`src/inc/pcch_consts.svh`:
```
`ifndef PCCH_CONSTS_SVH
`define PCCH_CONSTS_SVH

// Byte offsets of the header words
`define PCCH_OFF_IDENT 8'h00
`define PCCH_OFF_STSCMD 8'h04
`define PCCH_OFF_CLASS 8'h08
`define PCCH_OFF_MISC 8'h0C
`define PCCH_OFF_BASE 8'h10
`define PCCH_OFF_SUBSYS 8'h2C
`define PCCH_OFF_INTR 8'h3C

// Field positions in the status and command word
`define PCCH_STS_PERR 31
`define PCCH_STS_SERR 30
`define PCCH_STS_CAPLIST 20
`define PCCH_CMD_INTX_DIS 10
`define PCCH_CMD_SERR_EN 8
`define PCCH_CMD_PERR_EN 6
`define PCCH_CMD_MEM_EN 1
`define PCCH_CMD_IO_EN 0

// Window base: bits 31 to 14 writable, 16K claimed
`define PCCH_BASE_LSB 14

// Reset and default values
`define PCCH_CLASS_DEFAULT 24'h070002
`define PCCH_SUBSYS_RESET 16'h0000
`define PCCH_INT_PIN 8'h01
`define PCCH_INT_LINE_RESET 8'h00

// Loadable word slots in the shadow memory
`define PCCH_EW_MAKER 3'h0
`define PCCH_EW_DEVICE 3'h1
`define PCCH_EW_CLASS_HI 3'h2
`define PCCH_EW_CLASS_LO 3'h3
`define PCCH_EW_SUB_MAKER 3'h4
`define PCCH_EW_SUB_ID 3'h5

`endif

```
`src/inc/pcch_pkg.sv`:
```
package pcch_pkg;

	// Kind of slave attached at the expansion interface
	typedef enum logic [1:0] {
		PCCH_SLV_NONE = 2'b00,
		PCCH_SLV_EIGHT = 2'b01,
		PCCH_SLV_FOUR = 2'b10
	} pcch_slave_t;

	// Whole state of the header register bank
	typedef struct packed {
		logic cmd_intx_dis;
		logic cmd_serr_en;
		logic cmd_perr_en;
		logic cmd_mem_en;
		logic sts_perr;
		logic sts_serr;
		logic [17:0] base;
		logic [7:0] int_line;
		logic [7:0] loaded;
		logic rd_pend;
		logic [7:0] rd_addr;
		logic ack;
		logic [31:0] rdata;
		logic intx;
		logic serr;
		logic perr_resp;
		logic claim;
	} pcch_state_t;

endpackage : pcch_pkg

```
`src/inc/pcch_mem_if.sv`:
```
interface pcch_mem_if #(
	parameter int W = 16,
	parameter int AW = 3
);
	logic wr_en;
	logic [AW-1:0] wr_idx;
	logic [W-1:0] wr_data;
	logic [AW-1:0] rd_idx_a;
	logic [AW-1:0] rd_idx_b;
	logic [W-1:0] rd_data_a;
	logic [W-1:0] rd_data_b;

	modport ctrl (
		output wr_en, wr_idx, wr_data, rd_idx_a, rd_idx_b,
		input rd_data_a, rd_data_b
	);
	modport mem (
		input wr_en, wr_idx, wr_data, rd_idx_a, rd_idx_b,
		output rd_data_a, rd_data_b
	);
endinterface : pcch_mem_if

```
`src/hw/pcch_word_mem.sv`:
```
// Shadow store for words loaded from the serial EEPROM
module pcch_word_mem #(
	parameter int W = 16,
	parameter int AW = 3
) (
	// Clock and reset
	input wire logic ref_clk,
	input wire logic arst_n,
	// Access from the register bank
	pcch_mem_if.mem mp
);
	localparam int DEPTH = 1 << AW;

	typedef struct packed {
		logic [DEPTH-1:0][W-1:0] words;
		logic [W-1:0] rd_a;
		logic [W-1:0] rd_b;
	} pcch_mem_state_t;

	pcch_mem_state_t st;
	pcch_mem_state_t next_st;

	// Write port plus two registered read ports; reads see old data
	always_comb begin
		next_st = st;
		if (mp.wr_en) begin
			next_st.words[mp.wr_idx] = mp.wr_data;
		end
		next_st.rd_a = st.words[mp.rd_idx_a];
		next_st.rd_b = st.words[mp.rd_idx_b];
	end

	always_ff @(posedge ref_clk or negedge arst_n) begin
		if (!arst_n) begin
			st <= '0;
		end else begin
			st <= next_st;
		end
	end

	assign mp.rd_data_a = st.rd_a;
	assign mp.rd_data_b = st.rd_b;

endmodule : pcch_word_mem

```
`src/hw/pcch_cfg_regs.sv`:
```
// Overview of operation
// - Device code follows attached expansion slave kind
// - Maker code defaults, replaceable from EEPROM
// - Parity status sets on error, write-one clears
// - System error status sets, write-one clears
// - Other status bits zero, capability bit one
// - Interrupt disable bit blocks legacy interrupt
// - System error enable gates error signalling
// - Parity enable gates parity error response
// - Memory accesses accepted only when enabled
// - I/O enable reads zero, never respond
// - Class code default, EEPROM may override
// - Low class byte returns silicon revision
// - Word at twelve reads all zero
// - Base bits 31:14 writable, low zero
// - Load six EEPROM words over defaults
// - Subsystem fields reset zero, EEPROM loadable
// - Interrupt pin reads one, line writable
`include "pcch_consts.svh"

module pcch_cfg_regs #(
	parameter logic [15:0] MAKER_ID = 16'h5A5A, // arbitrary value
	parameter logic [15:0] DEV_ID_SOLO = 16'h0100, // arbitrary value
	parameter logic [15:0] DEV_ID_X8 = 16'h0108, // arbitrary value
	parameter logic [15:0] DEV_ID_X4 = 16'h0104, // arbitrary value
	parameter logic [7:0] REV_ID = 8'h01 // arbitrary value
) (
	// Clock and reset
	input wire logic ref_clk,
	input wire logic arst_n,
	// Configuration access port
	input wire logic cfg_req,
	input wire logic cfg_we,
	input wire logic [7:0] cfg_addr,
	input wire logic [3:0] cfg_be,
	input wire logic [31:0] cfg_wdata,
	output logic cfg_ack,
	output logic [31:0] cfg_rdata,
	// EEPROM word load
	input wire logic ee_valid,
	input wire logic [2:0] ee_index,
	input wire logic [15:0] ee_data,
	// Expansion strap
	input wire logic [1:0] exp_slave,
	// Memory window requests
	input wire logic mem_req,
	input wire logic [31:0] mem_addr,
	output logic mem_claim,
	// Error and interrupt events
	input wire logic parity_err_det,
	input wire logic sys_err_det,
	input wire logic uart_irq,
	output logic intx_out,
	output logic serr_out,
	output logic perr_resp
);

	pcch_pkg::pcch_state_t st;
	pcch_pkg::pcch_state_t next_st;
	pcch_mem_if #(.W(16), .AW(3)) mif ();

	// Whole 24-bit class default, so each byte can be sliced explicitly
	localparam logic [23:0] CLASS_DEF = `PCCH_CLASS_DEFAULT;

	logic rd_take;
	logic wr_take;
	logic [15:0] dev_default;
	logic [31:0] rd_word;

	pcch_word_mem #(
		.W(16),
		.AW(3)
	) u_mem (
		.ref_clk(ref_clk),
		.arst_n(arst_n),
		.mp(mif.mem)
	);

	// Requests are ignored while a read is in flight
	assign rd_take = cfg_req && !cfg_we && !st.rd_pend;
	assign wr_take = cfg_req && cfg_we && !st.rd_pend;

	// EEPROM words go straight into the shadow store
	assign mif.wr_en = ee_valid;
	assign mif.wr_idx = ee_index;
	assign mif.wr_data = ee_data;

	// Read ports pick the two halves of the addressed word
	always_comb begin
		unique case (cfg_addr)
			`PCCH_OFF_CLASS: begin
				mif.rd_idx_a = `PCCH_EW_CLASS_LO;
				mif.rd_idx_b = `PCCH_EW_CLASS_HI;
			end
			`PCCH_OFF_SUBSYS: begin
				mif.rd_idx_a = `PCCH_EW_SUB_MAKER;
				mif.rd_idx_b = `PCCH_EW_SUB_ID;
			end
			default: begin
				mif.rd_idx_a = `PCCH_EW_MAKER;
				mif.rd_idx_b = `PCCH_EW_DEVICE;
			end
		endcase
	end

	// Strap decides the device code; the unused code acts as no slave
	always_comb begin
		unique case (exp_slave)
			pcch_pkg::PCCH_SLV_EIGHT: dev_default = DEV_ID_X8;
			pcch_pkg::PCCH_SLV_FOUR: dev_default = DEV_ID_X4;
			default: dev_default = DEV_ID_SOLO;
		endcase
	end

	// Compose read data; loaded words replace the defaults
	always_comb begin
		rd_word = 32'h0000_0000;
		unique case (st.rd_addr)
			`PCCH_OFF_IDENT: begin
				rd_word[31:16] = st.loaded[`PCCH_EW_DEVICE] ?
					mif.rd_data_b : dev_default;
				rd_word[15:0] = st.loaded[`PCCH_EW_MAKER] ?
					mif.rd_data_a : MAKER_ID;
			end
			`PCCH_OFF_STSCMD: begin
				rd_word[`PCCH_STS_PERR] = st.sts_perr;
				rd_word[`PCCH_STS_SERR] = st.sts_serr;
				rd_word[`PCCH_STS_CAPLIST] = 1'b1;
				rd_word[`PCCH_CMD_INTX_DIS] = st.cmd_intx_dis;
				rd_word[`PCCH_CMD_SERR_EN] = st.cmd_serr_en;
				rd_word[`PCCH_CMD_PERR_EN] = st.cmd_perr_en;
				rd_word[`PCCH_CMD_MEM_EN] = st.cmd_mem_en;
				rd_word[`PCCH_CMD_IO_EN] = 1'b0;
			end
			`PCCH_OFF_CLASS: begin
				rd_word[31:16] = st.loaded[`PCCH_EW_CLASS_HI] ?
					mif.rd_data_b : CLASS_DEF[23:8];
				rd_word[15:8] = st.loaded[`PCCH_EW_CLASS_LO] ?
					mif.rd_data_a[15:8] : CLASS_DEF[7:0];
				rd_word[7:0] = REV_ID;
			end
			`PCCH_OFF_BASE: begin
				rd_word[31:`PCCH_BASE_LSB] = st.base;
			end
			`PCCH_OFF_SUBSYS: begin
				rd_word[31:16] = st.loaded[`PCCH_EW_SUB_ID] ?
					mif.rd_data_b : `PCCH_SUBSYS_RESET;
				rd_word[15:0] = st.loaded[`PCCH_EW_SUB_MAKER] ?
					mif.rd_data_a : `PCCH_SUBSYS_RESET;
			end
			`PCCH_OFF_INTR: begin
				rd_word[15:8] = `PCCH_INT_PIN;
				rd_word[7:0] = st.int_line;
			end
			default: begin
				rd_word = 32'h0000_0000;
			end
		endcase
	end

	// Next state: writes, sticky flags, gated outputs and claims
	always_comb begin
		next_st = st;
		next_st.ack = 1'b0;
		if (ee_valid) begin
			next_st.loaded[ee_index] = 1'b1;
		end
		if (rd_take) begin
			next_st.rd_pend = 1'b1;
			next_st.rd_addr = cfg_addr;
		end
		if (st.rd_pend) begin
			next_st.rd_pend = 1'b0;
			next_st.ack = 1'b1;
			next_st.rdata = rd_word;
		end
		if (wr_take) begin
			next_st.ack = 1'b1;
			if (cfg_addr == `PCCH_OFF_STSCMD) begin
				if (cfg_be[1]) begin
					next_st.cmd_intx_dis = cfg_wdata[`PCCH_CMD_INTX_DIS];
					next_st.cmd_serr_en = cfg_wdata[`PCCH_CMD_SERR_EN];
				end
				if (cfg_be[0]) begin
					next_st.cmd_perr_en = cfg_wdata[`PCCH_CMD_PERR_EN];
					next_st.cmd_mem_en = cfg_wdata[`PCCH_CMD_MEM_EN];
				end
				if (cfg_be[3] && cfg_wdata[`PCCH_STS_PERR]) begin
					next_st.sts_perr = 1'b0;
				end
				if (cfg_be[3] && cfg_wdata[`PCCH_STS_SERR]) begin
					next_st.sts_serr = 1'b0;
				end
			end
			// The host loads the window before using it
			if (cfg_addr == `PCCH_OFF_BASE) begin
				if (cfg_be[1]) begin
					next_st.base[1:0] = cfg_wdata[15:14];
				end
				if (cfg_be[2]) begin
					next_st.base[9:2] = cfg_wdata[23:16];
				end
				if (cfg_be[3]) begin
					next_st.base[17:10] = cfg_wdata[31:24];
				end
			end
			if (cfg_addr == `PCCH_OFF_INTR && cfg_be[0]) begin
				next_st.int_line = cfg_wdata[7:0];
			end
		end
		// Set after clear so an event in the clearing cycle survives
		if (parity_err_det) begin
			next_st.sts_perr = 1'b1;
		end
		if (sys_err_det) begin
			next_st.sts_serr = 1'b1;
		end
		next_st.intx = uart_irq && !st.cmd_intx_dis;
		next_st.serr = sys_err_det && st.cmd_serr_en;
		next_st.perr_resp = parity_err_det && st.cmd_perr_en;
		// No I/O port exists, so nothing is ever claimed in I/O space
		next_st.claim = mem_req && st.cmd_mem_en &&
			(mem_addr[31:`PCCH_BASE_LSB] == st.base);
	end

	always_ff @(posedge ref_clk or negedge arst_n) begin
		if (!arst_n) begin
			st <= '0;
		end else begin
			st <= next_st;
		end
	end

	// Every output is a register bit
	assign cfg_ack = st.ack;
	assign cfg_rdata = st.rdata;
	assign mem_claim = st.claim;
	assign intx_out = st.intx;
	assign serr_out = st.serr;
	assign perr_resp = st.perr_resp;
endmodule : pcch_cfg_regs

```
`config.mk`:
```
export PLATFORM = sky130hd
export DESIGN_NAME = pcch_cfg_regs
export DESIGN_NICKNAME = d
export VERILOG_FILES = /design/src/inc/pcch_pkg.sv /design/src/inc/pcch_mem_if.sv /design/src/hw/pcch_word_mem.sv /design/src/hw/pcch_cfg_regs.sv
export VERILOG_INCLUDE_DIRS = /design/src /design/src/inc
export SDC_FILE = /design/constraint.sdc
export NUM_CORES = 1
export LEC_CHECK = 0
export BUFFER_PORTS_ARGS = -buffer_cell sky130_fd_sc_hd__buf_2
export CAP_MARGIN = 20
export CORE_MARGIN = 1.5
export CORE_UTILIZATION = 61
export DETAILED_ROUTE_END_ITERATION = 6
export PLACE_DENSITY = 0.85
export SLEW_MARGIN = 20
export SYNTH_ARGS = -nofsm -noshare
export SYNTH_HDL_FRONTEND = slang
export SYNTH_SLANG_ARGS = --single-unit
```
`constraint.sdc`:
```
create_clock -name ref_clk -period 4.95 [get_ports ref_clk]
set_input_delay 0.7425 -clock ref_clk [delete_from_list [all_inputs] [get_ports ref_clk]]
set_output_delay 0.7425 -clock ref_clk [all_outputs]
set_load 0.1 [all_outputs]
```
==> impl_metrics.toml <==
[power_and_ir_drop]
p_clk_frac = 0.374
power.density_nw_per_um2 = 404
ir_worst_vdd_mv = 0.306
p_leak_nw = 4.97
p_comb_frac = 0.126
sw_frac_of_total = 0.263
switching_power_w = 0.00114
seq_power_share = 0.500
p_int_w = 0.00320

[logic_synthesis]
syn_area_sq_um = 9420
synth_edf_count = 0
ys_ff_latch = 212
avgSynthCellArea_sq_um = 12.3
synth_top_cell_by_area = "dfrtp_1"
async_reset_ff_frac = 1.00
synthFlopType = "dfrtp_1"
post_synth_num_cell_types = 62
yosysWarningCount = 0
ys_seq_area_frac = 0.563
synthTopCellsByArea = "dfrtp_1, mux2_2, buf_4"
synthesis.nets = 873
synth_top_cell_area_share = 0.563
synthCells = 767

[floorplan]
start_util = 0.622
rows = 45
pin_count = 143
die_height_um = 127
die_x_um = 127
die_area_sq_um = 16200
coreArea_sq_um = 15100

[job]
maxCapViolations = 0

[clock_network]
cts_tree = "yes"
clk_pin_slew_ns = 0.06
cts_resized = 0
cts_buffer_depth = 3
cts-htree-levels = 1
root_buffer = "clkbuf_16"
cts_buffers = 22
postCtsSetupBuffers = 0
clock_latency_ns = 0.50
clock_sinks = 212
cts_hold_buf = 0

[critical_path]
worstPathRequired_ns = 5.33
critPathKind = "in -> reg"
crit_path_end_kind = "register"
cp.arrival_ns = 3.07
startpoint_type = "primary input"
r2r_slack_ns = 2.33
crit_fanout = 29

[sta]
fin_worst_skew_ns = 0.00993
post-route-period-util = 0.544
hold_slack_ns = 0.104
rsz0062_at_grt = "no"
setup_violations = 0
fin_tns_setup_ns = 0
slew_headroom = 0.275
hold_viol = 0
min_period_ns = 2.69
fmax_ghz = 0.371
setup_ws_ns = 2.26
tightestPinTransition_ns = 1.09
drv_slew = 0

[detailed_routing]
drc_errors = 0
drtIter0Drc = 601
dr.pass1.iters = 5
ant_nets = 0
routed_via_density = 6.27
wl_per_cell_um = 21.6
wl_um = 22700
vias = 6598

[grt]
first_global_vias = 6655
grt_max_degree = 139
antenna_found_initial = 1
grt_usage = 0.288
grt_pass1_wl_um = 36100
grt.overflow.total = 0

[placed_design]
place_congestion = 0.902
dp_hpwl_um = 15200
place_inst = 1013
place_ws_ns = 1.80
port_buffers = 124

[worst_hold_path]
hold_path.class = "in -> async"

[cells_and_area]
syn2layout_area_growth_pct = 14.0
final_cell_mix = "dfrtp_1, mux2_2, buf_2, nor2_1, o22ai_1"
fin_cells = 1053
nFillCells = 1025
nNetsFinal = 956
final_common_cell = "dfrtp_1"
drive_above_1_share = 0.369

[outcome]
status = "completed"
logic make-up after synthesis:
family / Yosys count / share of synthesized area
XOR/XNOR: 18 / 0.0167
buffers and inverters: 90 / 0.0494
AO/OA/AOI/OAI: 151 / 0.109
flip-flops: 212 / 0.563
multiplexers: 130 / 0.155
AND/OR/NAND/NOR: 166 / 0.107
power by group through the flow:
stage / registers [W] / clock network [W] / logic [W]
after floorplan: 0.00211 / 0 / 0.000401
after global placement: 0.00217 / 0 / 0.000510
after detailed placement: 0.00219 / 0 / 0.000534
after CTS: 0.00216 / 0.00164 / 0.000544
after global routing: 0.00220 / 0.00171 / 0.000595
final: 0.00217 / 0.00162 / 0.000546
layer usage:
metal	part of all wire	track usage	vias up
li1	-	-	2951
met1	0.43	0.398	3325
met2	0.49	0.474	274
met3	0.062	0.0511	46
met4	0.025	0.0822	2
met5	0.00057	0	-
area by class of cell:
type | count | area (sq um) | share of cell area
well taps | 188 | 235 | 0.0219
flip-flops and latches | 212 | 5310 | 0.494
clock buffers | 34 | 657 | 0.0612
multi-input cells | 465 | 3690 | 0.344
diodes | 1 | 2.50 | 0.000233
repair buffers | 135 | 744 | 0.0693
clock inverters | 4 | 52.6 | 0.00489
inverters | 14 | 52.6 | 0.00489
critical path, stage by stage:
cell     delay, ns
buf_2         0.15
or4b_2        1.07
a21oi_2       0.34
buf_4         0.38
nor2_1        0.09
a21oi_1       0.27
cell usage after synthesis (4+ instances only):
library cell	instances
mux2_2	124
nor3b_1	5
nor2_1	45
or2_2	6
mux2_1	5
clkbuf_1	34
nor3_1	6
buf_2	6
buf_4	32
o21ai_0	15
nand2b_1	7
a21oi_1	34
nand4_1	7
dfrtp_1	212
a221o_1	9
buf_1	4
a221oi_1	4
o211ai_1	5
a22o_1	4
a21o_1	5
xor2_1	18
o31ai_1	4
a31o_2	4
o2bb2ai_1	4
o22ai_1	34
a22oi_1	6
nor2b_1	16
nand2_1	18
a31oi_1	7
inv_1	13
nand3_1	9
nor4_1	13
or3_1	4
stage by stage:
stage          power (W)   util  cell area (sq um)
2_1_floorplan    0.00251      -               9420
3_3_place_gp     0.00268  0.659               9970
3_5_place_dp     0.00272  0.660              10000
4_1_cts          0.00435  0.707              10700
5_1_grt          0.00450  0.709              10700
6_report         0.00434  0.709              10700
registers in the layout, summed over array words and instances, names as in the netlist:
signal	cells
st	47
u_mem.mp.rd_data_a	16
serr_out	1
cfg_ack	1
u_mem.st	96
cfg_rdata	32
perr_resp	1
intx_out	1
u_mem.mp.rd_data_b	16
mem_claim	1
final timing paths:
kind / startpoint / cells past startpoint / end
max: cfg_addr[2] / 6 / u_mem.mp.rd_data_a[2]
min: arst_n / 1 / st[54]
max reg2reg: st[45] / 5 / st[60]
min reg2reg: st[85] / 1 / intx_out
max in group asynchronous: arst_n / 3 / u_mem.st[51]
min in group ref_clk: parity_err_det / 2 / st[81]
No activity file was read; power rests on OpenSTA's default activity.
